### config.mk
export PLATFORM = sky130hd
export DESIGN_NAME = rbw_top
export DESIGN_NICKNAME = d
export VERILOG_FILES = /design/src/core/rbw_pkg.sv /design/src/core/rbw_field_reg.sv /design/src/core/rbw_loop_check.sv /design/src/core/rbw_top.sv
export SDC_FILE = /design/constraint.sdc
export NUM_CORES = 1
export LEC_CHECK = 0
export BUFFER_PORTS_ARGS = -buffer_cell sky130_fd_sc_hd__buf_2
export CAP_MARGIN = 25
export CORE_MARGIN = 2
export CORE_UTILIZATION = 44
export CTS_CLUSTER_DIAMETER = 50
export DETAILED_ROUTE_END_ITERATION = 8
export GPL_ROUTABILITY_DRIVEN = 0
export PLACE_DENSITY = 0.85
export RECOVER_POWER = 25
export SLEW_MARGIN = 30
export SYNTH_ARGS = -nofsm -noshare
export SYNTH_HDL_FRONTEND = slang
export SYNTH_SLANG_ARGS = --single-unit
### constraint.sdc
create_clock -name clk_in -period 1.57 [get_ports clk_in]
set_input_delay 0 -clock clk_in [delete_from_list [all_inputs] [get_ports clk_in]]
set_output_delay 0 -clock clk_in [all_outputs]
set_load 0.02 [all_outputs]
### src/core/rbw_pkg.sv
`default_nettype none
package rbw_pkg;
  // Command word field positions (bit time 4 is the word's MSB, index 15).
  localparam int CMD_W = 16;
  localparam int LGL_W = 11;
  localparam int LGL_HI = 10;  // Command bit time 9 sits at index 10.
  localparam int WC_W = 5;
  // Register map on the plain register port.
  localparam logic [3:0] ADDR_STATUS = 4'h0;
  localparam logic [3:0] ADDR_MASK = 4'h1;
  localparam logic [3:0] ADDR_STATE = 4'h2;
  localparam logic [3:0] ADDR_LGLBUS = 4'h3;
  localparam int EV_W = 3;
  localparam int EV_BUSY_IN = 0;
  localparam int EV_BUSY_OUT = 1;
  localparam int EV_WRAP_FAIL = 2;
  localparam logic [EV_W-1:0] MASK_RESET = 3'h0;
  localparam logic [LGL_W-1:0] LGL_RESET = 11'h000;
  typedef enum logic [1:0] {RBW_IDLE, RBW_PENDING, RBW_BUSY} rbw_busy_t;
endpackage
`default_nettype wire

### src/core/rbw_field_reg.sv
`default_nettype none
module rbw_field_reg
  import rbw_pkg::*;
(
  input wire logic clk_in,  // System clock.
  input wire logic reset_n_in,  // Async reset, active low.
  input wire logic load_in,  // Capture strobe.
  input wire logic [LGL_W-1:0] data_in,  // Value to hold.
  output logic [LGL_W-1:0] data_out  // Held value.
);
  always_ff @(posedge clk_in or negedge reset_n_in)
  begin
    if (!reset_n_in)
      data_out <= LGL_RESET;
    else if (load_in)
      data_out <= data_in;
  end
endmodule
`default_nettype wire

### src/core/rbw_loop_check.sv
`default_nettype none
module rbw_loop_check
  import rbw_pkg::*;
(
  input wire logic clk_in,  // System clock.
  input wire logic reset_n_in,  // Async reset, active low.
  input wire logic enable_in,  // Checking enabled.
  input wire logic sent_valid_in,  // Word sent, pulse.
  input wire logic [CMD_W-1:0] sent_word_in,  // Word sent.
  input wire logic echo_valid_in,  // Word echoed, pulse.
  input wire logic [CMD_W-1:0] echo_word_in,  // Word echoed.
  output logic fail_out  // Mismatch or missing echo.
);
  logic [CMD_W-1:0] expect_word;
  logic waiting;
  // A new send while still waiting, with no echo in the same cycle, counts as a lost echo.
  always_ff @(posedge clk_in or negedge reset_n_in)
  begin
    if (!reset_n_in)
    begin
      waiting <= 1'b0;
      expect_word <= '0;
      fail_out <= 1'b0;
    end
    else if (!enable_in)
    begin
      waiting <= 1'b0;
      fail_out <= 1'b0;
    end
    else
    begin
      if (echo_valid_in && (!waiting || echo_word_in != expect_word))
        fail_out <= 1'b1;
      if (sent_valid_in && waiting && !echo_valid_in)
        fail_out <= 1'b1;
      if (sent_valid_in)
      begin
        waiting <= 1'b1;
        expect_word <= sent_word_in;
      end
      else if (echo_valid_in)
        waiting <= 1'b0;
    end
  end
endmodule
`default_nettype wire

### src/core/rbw_top.sv
// Implementation choices: the placing of the registers and the strobed register port.
`default_nettype none
module rbw_top
  import rbw_pkg::*;
(
  input wire logic clk_in,  // 25 MHz system clock.
  input wire logic reset_n_in,  // Async reset, active low.
  input wire logic force_busy_req_n,  // Busy request, active low.
  output logic busy_entered_n,  // Busy entered, active low.
  input wire logic msg_active_in,  // Message in progress.
  input wire logic msg_last_dma_done_in,  // Last transfer done, pulse.
  input wire logic dma_req_in,  // Core wants a memory access.
  output logic dma_req_out,  // Gated memory request.
  output logic mem_bus_oe_n_out,  // Memory bus enable, low drives.
  output logic status_busy_bit_out,  // Busy bit for status word.
  output logic auto_busy_reply_out,  // Reply without memory.
  input wire logic loop_check_en_n,  // Loop check enable, low.
  input wire logic cross_channel_diag_n,  // Cross diag, low.
  input wire logic tx_chan_b_in,  // Sending on channel B.
  input wire logic sent_valid_in,  // Word sent, pulse.
  input wire logic [CMD_W-1:0] sent_word_in,  // Word sent.
  input wire logic echo_a_valid_in,  // Channel A echo, pulse.
  input wire logic [CMD_W-1:0] echo_a_word_in,  // Channel A echo.
  input wire logic echo_b_valid_in,  // Channel B echo, pulse.
  input wire logic [CMD_W-1:0] echo_b_word_in,  // Channel B echo.
  output logic loop_check_fail,  // Loop check failed.
  input wire logic cmd_valid_in,  // Command validated, pulse.
  input wire logic [CMD_W-1:0] cmd_word_in,  // Command word.
  input wire logic legal_sampled_in,  // Legality sampled, pulse.
  input wire logic err_valid_in,  // Data word error, pulse.
  input wire logic [WC_W-1:0] err_word_count_in,  // Faulty word count.
  input wire logic legality_method_sel,  // High memory, low bus.
  input wire logic error_convention_sel,  // High standard.
  input wire logic command_legal_in,  // Legal from user logic.
  output logic legality_logic_en_n,  // User logic enable, low.
  output logic cmd_legal_out,  // Sampled legality.
  output logic [LGL_W-1:0] cmd_field_bus,  // Field bus, bit 10 msb.
  input wire logic [3:0] reg_addr_in,  // Register address.
  input wire logic [7:0] reg_wdata_in,  // Write data.
  input wire logic reg_wr_in,  // Write strobe.
  input wire logic reg_rd_in,  // Read strobe.
  output logic [7:0] reg_rdata_out,  // Read data, next cycle.
  output logic irq_out  // Interrupt, active high level.
);
  rbw_busy_t state;
  logic busy_req;
  logic [LGL_W-1:0] field_next;
  logic field_load;
  logic holding;
  logic echo_valid;
  logic [CMD_W-1:0] echo_word;
  logic diag_mode;
  logic fail_q;
  logic [EV_W-1:0] status;
  logic [EV_W-1:0] mask;
  logic [EV_W-1:0] events;

  function automatic logic [LGL_W-1:0] cmd_fields(
    input logic [CMD_W-1:0] w);
    cmd_fields = w[LGL_HI -: LGL_W];
  endfunction

  assign busy_req = !force_busy_req_n;

  // Forced busy sequencer.
  always_ff @(posedge clk_in or negedge reset_n_in)
  begin
    if (!reset_n_in)
      state <= RBW_IDLE;
    else
      case (state)
        RBW_IDLE:
          if (busy_req)
            state <= msg_active_in ? RBW_PENDING : RBW_BUSY;
        RBW_PENDING:
          if (!busy_req)
            state <= RBW_IDLE;
          else if (msg_last_dma_done_in || !msg_active_in)
            state <= RBW_BUSY;
        RBW_BUSY:
          if (!busy_req)
            state <= RBW_IDLE;
        default:
          state <= RBW_IDLE;
      endcase
  end

  assign busy_entered_n = (state != RBW_BUSY);
  assign status_busy_bit_out = (state == RBW_BUSY);
  assign auto_busy_reply_out = (state == RBW_BUSY);
  assign dma_req_out = dma_req_in && (state != RBW_BUSY);
  // Buses float whenever the core is not actually holding a request.
  assign mem_bus_oe_n_out = !dma_req_out;

  // Cross-channel diagnostic: echo taken from the other channel.
  assign diag_mode = !loop_check_en_n && !cross_channel_diag_n;
  always_comb
  begin
    if (diag_mode ^ tx_chan_b_in)
    begin
      echo_valid = echo_b_valid_in;
      echo_word = echo_b_word_in;
    end
    else
    begin
      echo_valid = echo_a_valid_in;
      echo_word = echo_a_word_in;
    end
  end

  rbw_loop_check u_check (
    .clk_in(clk_in),
    .reset_n_in(reset_n_in),
    .enable_in(!loop_check_en_n),
    .sent_valid_in(sent_valid_in),
    .sent_word_in(sent_word_in),
    .echo_valid_in(echo_valid),
    .echo_word_in(echo_word),
    .fail_out(fail_q)
  );
  assign loop_check_fail = fail_q;

  // Field bus: a new command is blocked while legality is pending.
  always_ff @(posedge clk_in or negedge reset_n_in)
  begin
    if (!reset_n_in)
      holding <= 1'b0;
    else if (cmd_valid_in && !holding)
      holding <= 1'b1;
    else if (legal_sampled_in)
      holding <= 1'b0;
  end

  always_comb
  begin
    field_load = 1'b0;
    field_next = cmd_field_bus;
    if (err_valid_in && !error_convention_sel)
    begin
      field_load = 1'b1;
      field_next = {cmd_field_bus[LGL_W-1:WC_W], err_word_count_in};
    end
    else if (cmd_valid_in && !holding)
    begin
      field_load = 1'b1;
      field_next = cmd_fields(cmd_word_in);
    end
  end

  rbw_field_reg u_field (
    .clk_in(clk_in),
    .reset_n_in(reset_n_in),
    .load_in(field_load),
    .data_in(field_next),
    .data_out(cmd_field_bus)
  );

  assign legality_logic_en_n = legality_method_sel;

  // Legality result; memory method treats every command as legal here.
  always_ff @(posedge clk_in or negedge reset_n_in)
  begin
    if (!reset_n_in)
      cmd_legal_out <= 1'b0;
    else if (legal_sampled_in)
      cmd_legal_out <= legality_method_sel || command_legal_in;
  end

  // Interrupts: sticky status, write one to clear, set wins.
  always_comb
  begin
    events = '0;
    events[EV_BUSY_IN] = (state != RBW_BUSY) && busy_req &&
      (state == RBW_IDLE ? !msg_active_in :
        (msg_last_dma_done_in || !msg_active_in));
    events[EV_BUSY_OUT] = (state == RBW_BUSY) && !busy_req;
    // A failure stays set while checking runs, so the bit keeps setting.
    events[EV_WRAP_FAIL] = fail_q;
  end

  always_ff @(posedge clk_in or negedge reset_n_in)
  begin
    if (!reset_n_in)
      status <= '0;
    else if (reg_wr_in && reg_addr_in == ADDR_STATUS)
      status <= (status & ~reg_wdata_in[EV_W-1:0]) | events;
    else
      status <= status | events;
  end

  always_ff @(posedge clk_in or negedge reset_n_in)
  begin
    if (!reset_n_in)
      mask <= MASK_RESET;
    else if (reg_wr_in && reg_addr_in == ADDR_MASK)
      mask <= reg_wdata_in[EV_W-1:0];
  end

  assign irq_out = |(status & mask);

  always_ff @(posedge clk_in or negedge reset_n_in)
  begin
    if (!reset_n_in)
      reg_rdata_out <= 8'h00;
    else if (reg_rd_in)
      case (reg_addr_in)
        ADDR_STATUS: reg_rdata_out <= {5'h00, status};
        ADDR_MASK: reg_rdata_out <= {5'h00, mask};
        ADDR_STATE: reg_rdata_out <= {4'h0, holding, fail_q,
          !busy_entered_n, state == RBW_PENDING};
        ADDR_LGLBUS: reg_rdata_out <= cmd_field_bus[7:0];
        default: reg_rdata_out <= 8'h00;
      endcase
    else
      reg_rdata_out <= 8'h00;
  end

  AST_BUSY_NO_DMA: assert property (@(posedge clk_in)
    disable iff (!reset_n_in)
    !busy_entered_n |-> !dma_req_out && mem_bus_oe_n_out)
    else $error("Memory access while busy.");
  AST_BUSY_FLOAT: assert property (@(posedge clk_in)
    disable iff (!reset_n_in)
    state == RBW_BUSY && busy_req |=> mem_bus_oe_n_out)
    else $error("Memory bus driven in busy state.");
  AST_BUSY_HELD_OFF: assert property (@(posedge clk_in)
    disable iff (!reset_n_in)
    msg_active_in && !msg_last_dma_done_in && busy_entered_n
    |=> busy_entered_n)
    else $error("Busy entered during message.");
  AST_BUSY_WAIT_END: assert property (@(posedge clk_in)
    disable iff (!reset_n_in)
    state == RBW_PENDING && busy_req && msg_last_dma_done_in
    |=> !busy_entered_n)
    else $error("Busy not entered after last transfer.");
  AST_BUSY_ENTRY: assert property (@(posedge clk_in)
    disable iff (!reset_n_in)
    busy_req && !msg_active_in && state == RBW_IDLE |=> !busy_entered_n)
    else $error("Busy not entered.");
  AST_BUSY_EXIT: assert property (@(posedge clk_in)
    disable iff (!reset_n_in)
    !busy_req |=> busy_entered_n)
    else $error("Busy not released.");
  AST_STATUS_BIT: assert property (@(posedge clk_in)
    disable iff (!reset_n_in)
    status_busy_bit_out == !busy_entered_n &&
    auto_busy_reply_out == !busy_entered_n)
    else $error("Status busy bit mismatch.");
  // The bus is the low part of the command word, bit time 9 at its top.
  AST_FIELD_MAP: assert property (@(posedge clk_in)
    disable iff (!reset_n_in)
    cmd_valid_in && !holding && !err_valid_in
    |=> cmd_field_bus == LGL_W'($past(cmd_word_in)))
    else $error("Field bus wrong.");
  AST_FIELD_HOLD: assert property (@(posedge clk_in)
    disable iff (!reset_n_in)
    holding && !legal_sampled_in && !err_valid_in
    |=> $stable(cmd_field_bus))
    else $error("Field bus changed.");
  AST_ERR_COUNT: assert property (@(posedge clk_in)
    disable iff (!reset_n_in)
    err_valid_in && !error_convention_sel
    |=> cmd_field_bus[WC_W-1:0] == $past(err_word_count_in))
    else $error("Word count missing.");
  AST_LGL_EN: assert property (@(posedge clk_in)
    disable iff (!reset_n_in)
    legality_logic_en_n == legality_method_sel)
    else $error("Legality enable wrong.");
  AST_LEGAL_TAKEN: assert property (@(posedge clk_in)
    disable iff (!reset_n_in)
    legal_sampled_in && !legality_method_sel
    |=> cmd_legal_out == $past(command_legal_in))
    else $error("Legality verdict not taken.");
  AST_LEGAL_MEM: assert property (@(posedge clk_in)
    disable iff (!reset_n_in)
    legal_sampled_in && legality_method_sel |=> cmd_legal_out)
    else $error("Memory method verdict wrong.");
  AST_LOOP_OFF: assert property (@(posedge clk_in)
    disable iff (!reset_n_in)
    loop_check_en_n |=> !loop_check_fail)
    else $error("Fail while check off.");
  AST_LOOP_FAIL: assert property (@(posedge clk_in)
    disable iff (!reset_n_in)
    !loop_check_en_n && sent_valid_in ##1 !loop_check_en_n && echo_valid &&
    echo_word != $past(sent_word_in) |=> loop_check_fail)
    else $error("Echo mismatch not flagged.");
  AST_DIAG_ECHO: assert property (@(posedge clk_in)
    disable iff (!reset_n_in)
    diag_mode && !tx_chan_b_in |-> echo_valid == echo_b_valid_in &&
    echo_word == echo_b_word_in)
    else $error("Diagnostic echo from wrong channel.");
  AST_FAIL_STATUS: assert property (@(posedge clk_in)
    disable iff (!reset_n_in)
    loop_check_fail |=> status[EV_WRAP_FAIL])
    else $error("Loop failure not logged.");
endmodule
`default_nettype wire

==> metrics.md <==
| Metric | Value |
|---|---|
| Post-synth ARST share | 100.0% |
| Unique cell type count in the Yosys netlist | 35 |
| Worst path required time | 1.76 ns |
| Worst reg2reg path endpoint | reg_rdata_out[1]$_DFF_PN0_ |
| CTS clk-pin slew, worst paths | 0.09 ns |
| Tcrit/Tclk final | 89.37% |
| Startpoint types | flop |
| Max IR drop VDD | 700.4 uV |
| Util after Layout | 70.09% |
| Post-synth top cells | dfrtp_1 (47), mux2_2 (25), mux2i_1 (23), nand2_1 (16), xor2_1 (11) |
| # rows | 26 |
| Syn Std Cell Area | 2336 um^2 |
| Hold endpoint | u_check.waiting$_DFFE_PN0P_ |
| Post-Route Skew | 0.009291 ns |
| Placed insts | 381 |
| Count leader, synth | dfrtp_1 |
| Post-synth top flop | dfrtp_1 |
| Post-Syn Nets | 296 |
| Critical Setup Path Class | flop to flop |
| Syn Inst Count | 195 |
| Fin crit period | 1.403 ns |
| DRC Markers | 0 |
| Min-delay src | loop_check_en_n |
| Share of the synthesized area in the top cell type | 50.35% |
| Io pins | 129 |
| Routed wl met2 | 3566 um |
| Final hold violation count | 0 |
| Chip height | 76.87 um |
| Maximum root-to-sink buffer count | 2 |
| WHS | 0.01225 ns |
| Register area share after synthesis | 50.35% |
| Antenna viol nets, final | 0 |
| Slew @ Worst Pin | 1.246 ns |
| Yosys top cell by area | dfrtp_1 |
| Met1 WL | 2316 um |
| Relative slew slack | 16.91% |
| Die Width | 76.87 um |
| RSZ-0062 raised after global routing | no |
| Share of layout cells above drive strength 1 | 45.03% |
| Maxcap violations | 0 |
| Status | complete, no violations |
| Root buf cell | clkbuf_8 |
| Final setup vio count | 0 |
| Power, Total | 3.337 mW |
| Total track usage | 21.43% |
| Worst r2r path cells | 4 |
| Number of global-route vias before repair | 2,222 |
| Die area | 5908 um^2 |
| Pre-antenna DRT Iters | 4 |
| Post-route worst setup slack | 0.1670 ns |
| Arrival @ worst endpoint | 1.60 ns |
| H-tree depth | 2 |
| Synth Area per Inst | 11.98 um^2 |
| Routed vias/inst | 4.907 |
| WL/cell | 14.57 um |
| Peak Freq | 712.7 MHz |
| Pin count of the biggest net entering global routing | 26 |
| Fin. max-slew vios | 0 |
| Ranking of synthesized cells by area | dfrtp_1 (50%), mux2_2 (12%), mux2i_1 (9.9%), xor2_1 (4.1%), nand2_1 (2.6%) |
| Core Region | 5107 um^2 |
| LEAKAGE | 1.783 nW |
| Reg2reg setup slack | 0.17 ns |
| Overall routed net length | 6294 um |
| Vias | 2,120 |
| Warnings from Yosys | 0 |
| Crit. End Element | flop |
| Number of synthesized flops with an enable pin | 0 |
| Area grow syn2layout | 53.24% |
| Antenna cell count | 0 |
| Metal3 WL | 255 um |
| TritonCTS clock tree | done |
| Initial Utilization | 45.74% |
| Dpl hpwl | 4436 um |
| Gr ovfl total | 0 |
| CTS buffer count | 5 |
| Reg2reg start | state[0]$_DFFE_PN0P_ |
| Sink Count | 47 |
| Highest metal used | met4 |
| Crit-path max FO | 4 |
| Final net count | 462 |
| Pwr Density | 932.2 nW/um^2 |
| Worst slack at placement | -0.2359 ns |
| IO Port Bufs | 118 |
| Synthesis-stage register bit count | 47 |
| Hold path depth | 3 |
| Hold WC Path Type | input port to flop |
| Wire length of the first global-routing pass | 10,010 um |
| Layout Cells excl Fill | 432 |
| DRT iter0 DRCs | 98 |
| Initial antenna violation count | 0 |
| Clk_lat worst skew | 0.30 ns |
how the worst max path moves through the flow:
stage / depth (start not counted) / endpoint / slack, ns / startpoint
after floorplan: 4 / reg_rdata_out[1]$_DFF_PN0_ / 0.03 / state[0]$_DFFE_PN0P_
final: 4 / reg_rdata_out[1]$_DFF_PN0_ / 0.17 / state[0]$_DFFE_PN0P_
after detailed placement: 7 / u_check.fail_out$_DFFE_PN0P_ / -0.24 / loop_check_en_n
after global placement: 8 / u_check.fail_out$_DFFE_PN0P_ / -0.15 / loop_check_en_n
after CTS: 7 / u_check.fail_out$_DFFE_PN0P_ / 0.09 / loop_check_en_n
after global routing: 2 / u_field.data_out[2]$_DFFE_PN0P_ / 0.07 / reset_n_in
logic make-up after synthesis:
logic type             share of synthesized area (%)
XOR/XNOR                                       7.177
flip-flops                                     50.35
buffers and inverters                          2.785
AO/OA/AOI/OAI                                  5.249
AND/OR/NAND/NOR                                10.61
multiplexers                                   23.83
stage by stage:
| step | instance area, um^2 | setup TNS, ns |
|---|---|---|
| finish | 3580 | 0 |
| global route | 3580 | 0 |
| CTS | 3547 | 0 |
| detailed placement | 3029 | -0.2359 |
| global placement | 3029 | -0.1464 |
| floorplan | 2336 | 0 |
where the power goes:
group	leakage (nW)	switching, mW	total (mW)	internal (mW)
clock	0.0612	0.400	0.915	0.515
sequential	0.567	0.120	1.49	1.37
combinational	1.15	0.433	0.928	0.496
what timing repair did:
action / CTS / global route
hold buffers: 40 / 0
endpoints found under the hold margin: 61 / 0
setup buffers: 0 / 3
gates resized for setup: 0 / 0
endpoints found under the setup margin: 0 / 1
metal layers:
| layer | global-route usage [%] | vias to the layer above |
|---|---|---|
| li1 | - | 1012 |
| met5 | 0 | - |
| met4 | 8.000 | 0 |
| met2 | 41.14 | 60 |
| met1 | 22.44 | 1034 |
| met3 | 4.941 | 14 |
cell type report:
| type | count | area (um^2) |
|---|---|---|
| Fill cell | 374 | 1528 |
| Sequential cell | 47 | 1176 |
| Multi-Input combinational cell | 135 | 1095 |
| Timing Repair Buffer | 168 | 1089 |
| Tap cell | 70 | 87.58 |
| Clock buffer | 6 | 82.58 |
| Clock inverter | 2 | 35.03 |
| Inverter | 4 | 15.01 |
sequential cells by signal, summed over array words and instances, names as in the netlist:
register	cells
reg_rdata_out	8
u_check.expect_word	16
state	2
cmd_legal_out	1
u_field.data_out	11
mask	3
u_check.waiting	1
status	3
holding	1
u_check.fail_out	1
worst max-delay path: stages, from the launching register on:
cell and delay (ns):
dfrtp_1 0.41, nand2b_1 0.19, inv_1 0.10, mux4_2 0.46, nor2b_1 0.14
placed cells by master, fill, tap and decap left out, types with 2 or more instances in the layout:
| master | synthesis | layout |
|---|---|---|
| dfrtp_1 | 47 | 47 |
| a211oi_1 | 2 | 2 |
| buf_2 | 1 | 116 |
| buf_12 | 0 | 2 |
| a21o_1 | 2 | 2 |
| clkbuf_1 | 5 | 2 |
| nor2b_1 | 4 | 4 |
| mux4_2 | 2 | 2 |
| o21ai_0 | 7 | 7 |
| nor2_1 | 8 | 8 |
| and2_1 | 4 | 4 |
| mux2i_1 | 23 | 23 |
| nand2_1 | 16 | 16 |
| dlygate4sd3_1 | 0 | 40 |
| clkbuf_8 | 0 | 6 |
| xnor2_1 | 5 | 5 |
| nand2b_1 | 3 | 3 |
| buf_4 | 2 | 8 |
| nand4_1 | 2 | 2 |
| xor2_1 | 11 | 11 |
| a21oi_1 | 5 | 5 |
| inv_1 | 4 | 4 |
| nor3_1 | 3 | 3 |
| mux2_2 | 25 | 25 |
(Power assumes the default switching activity.)
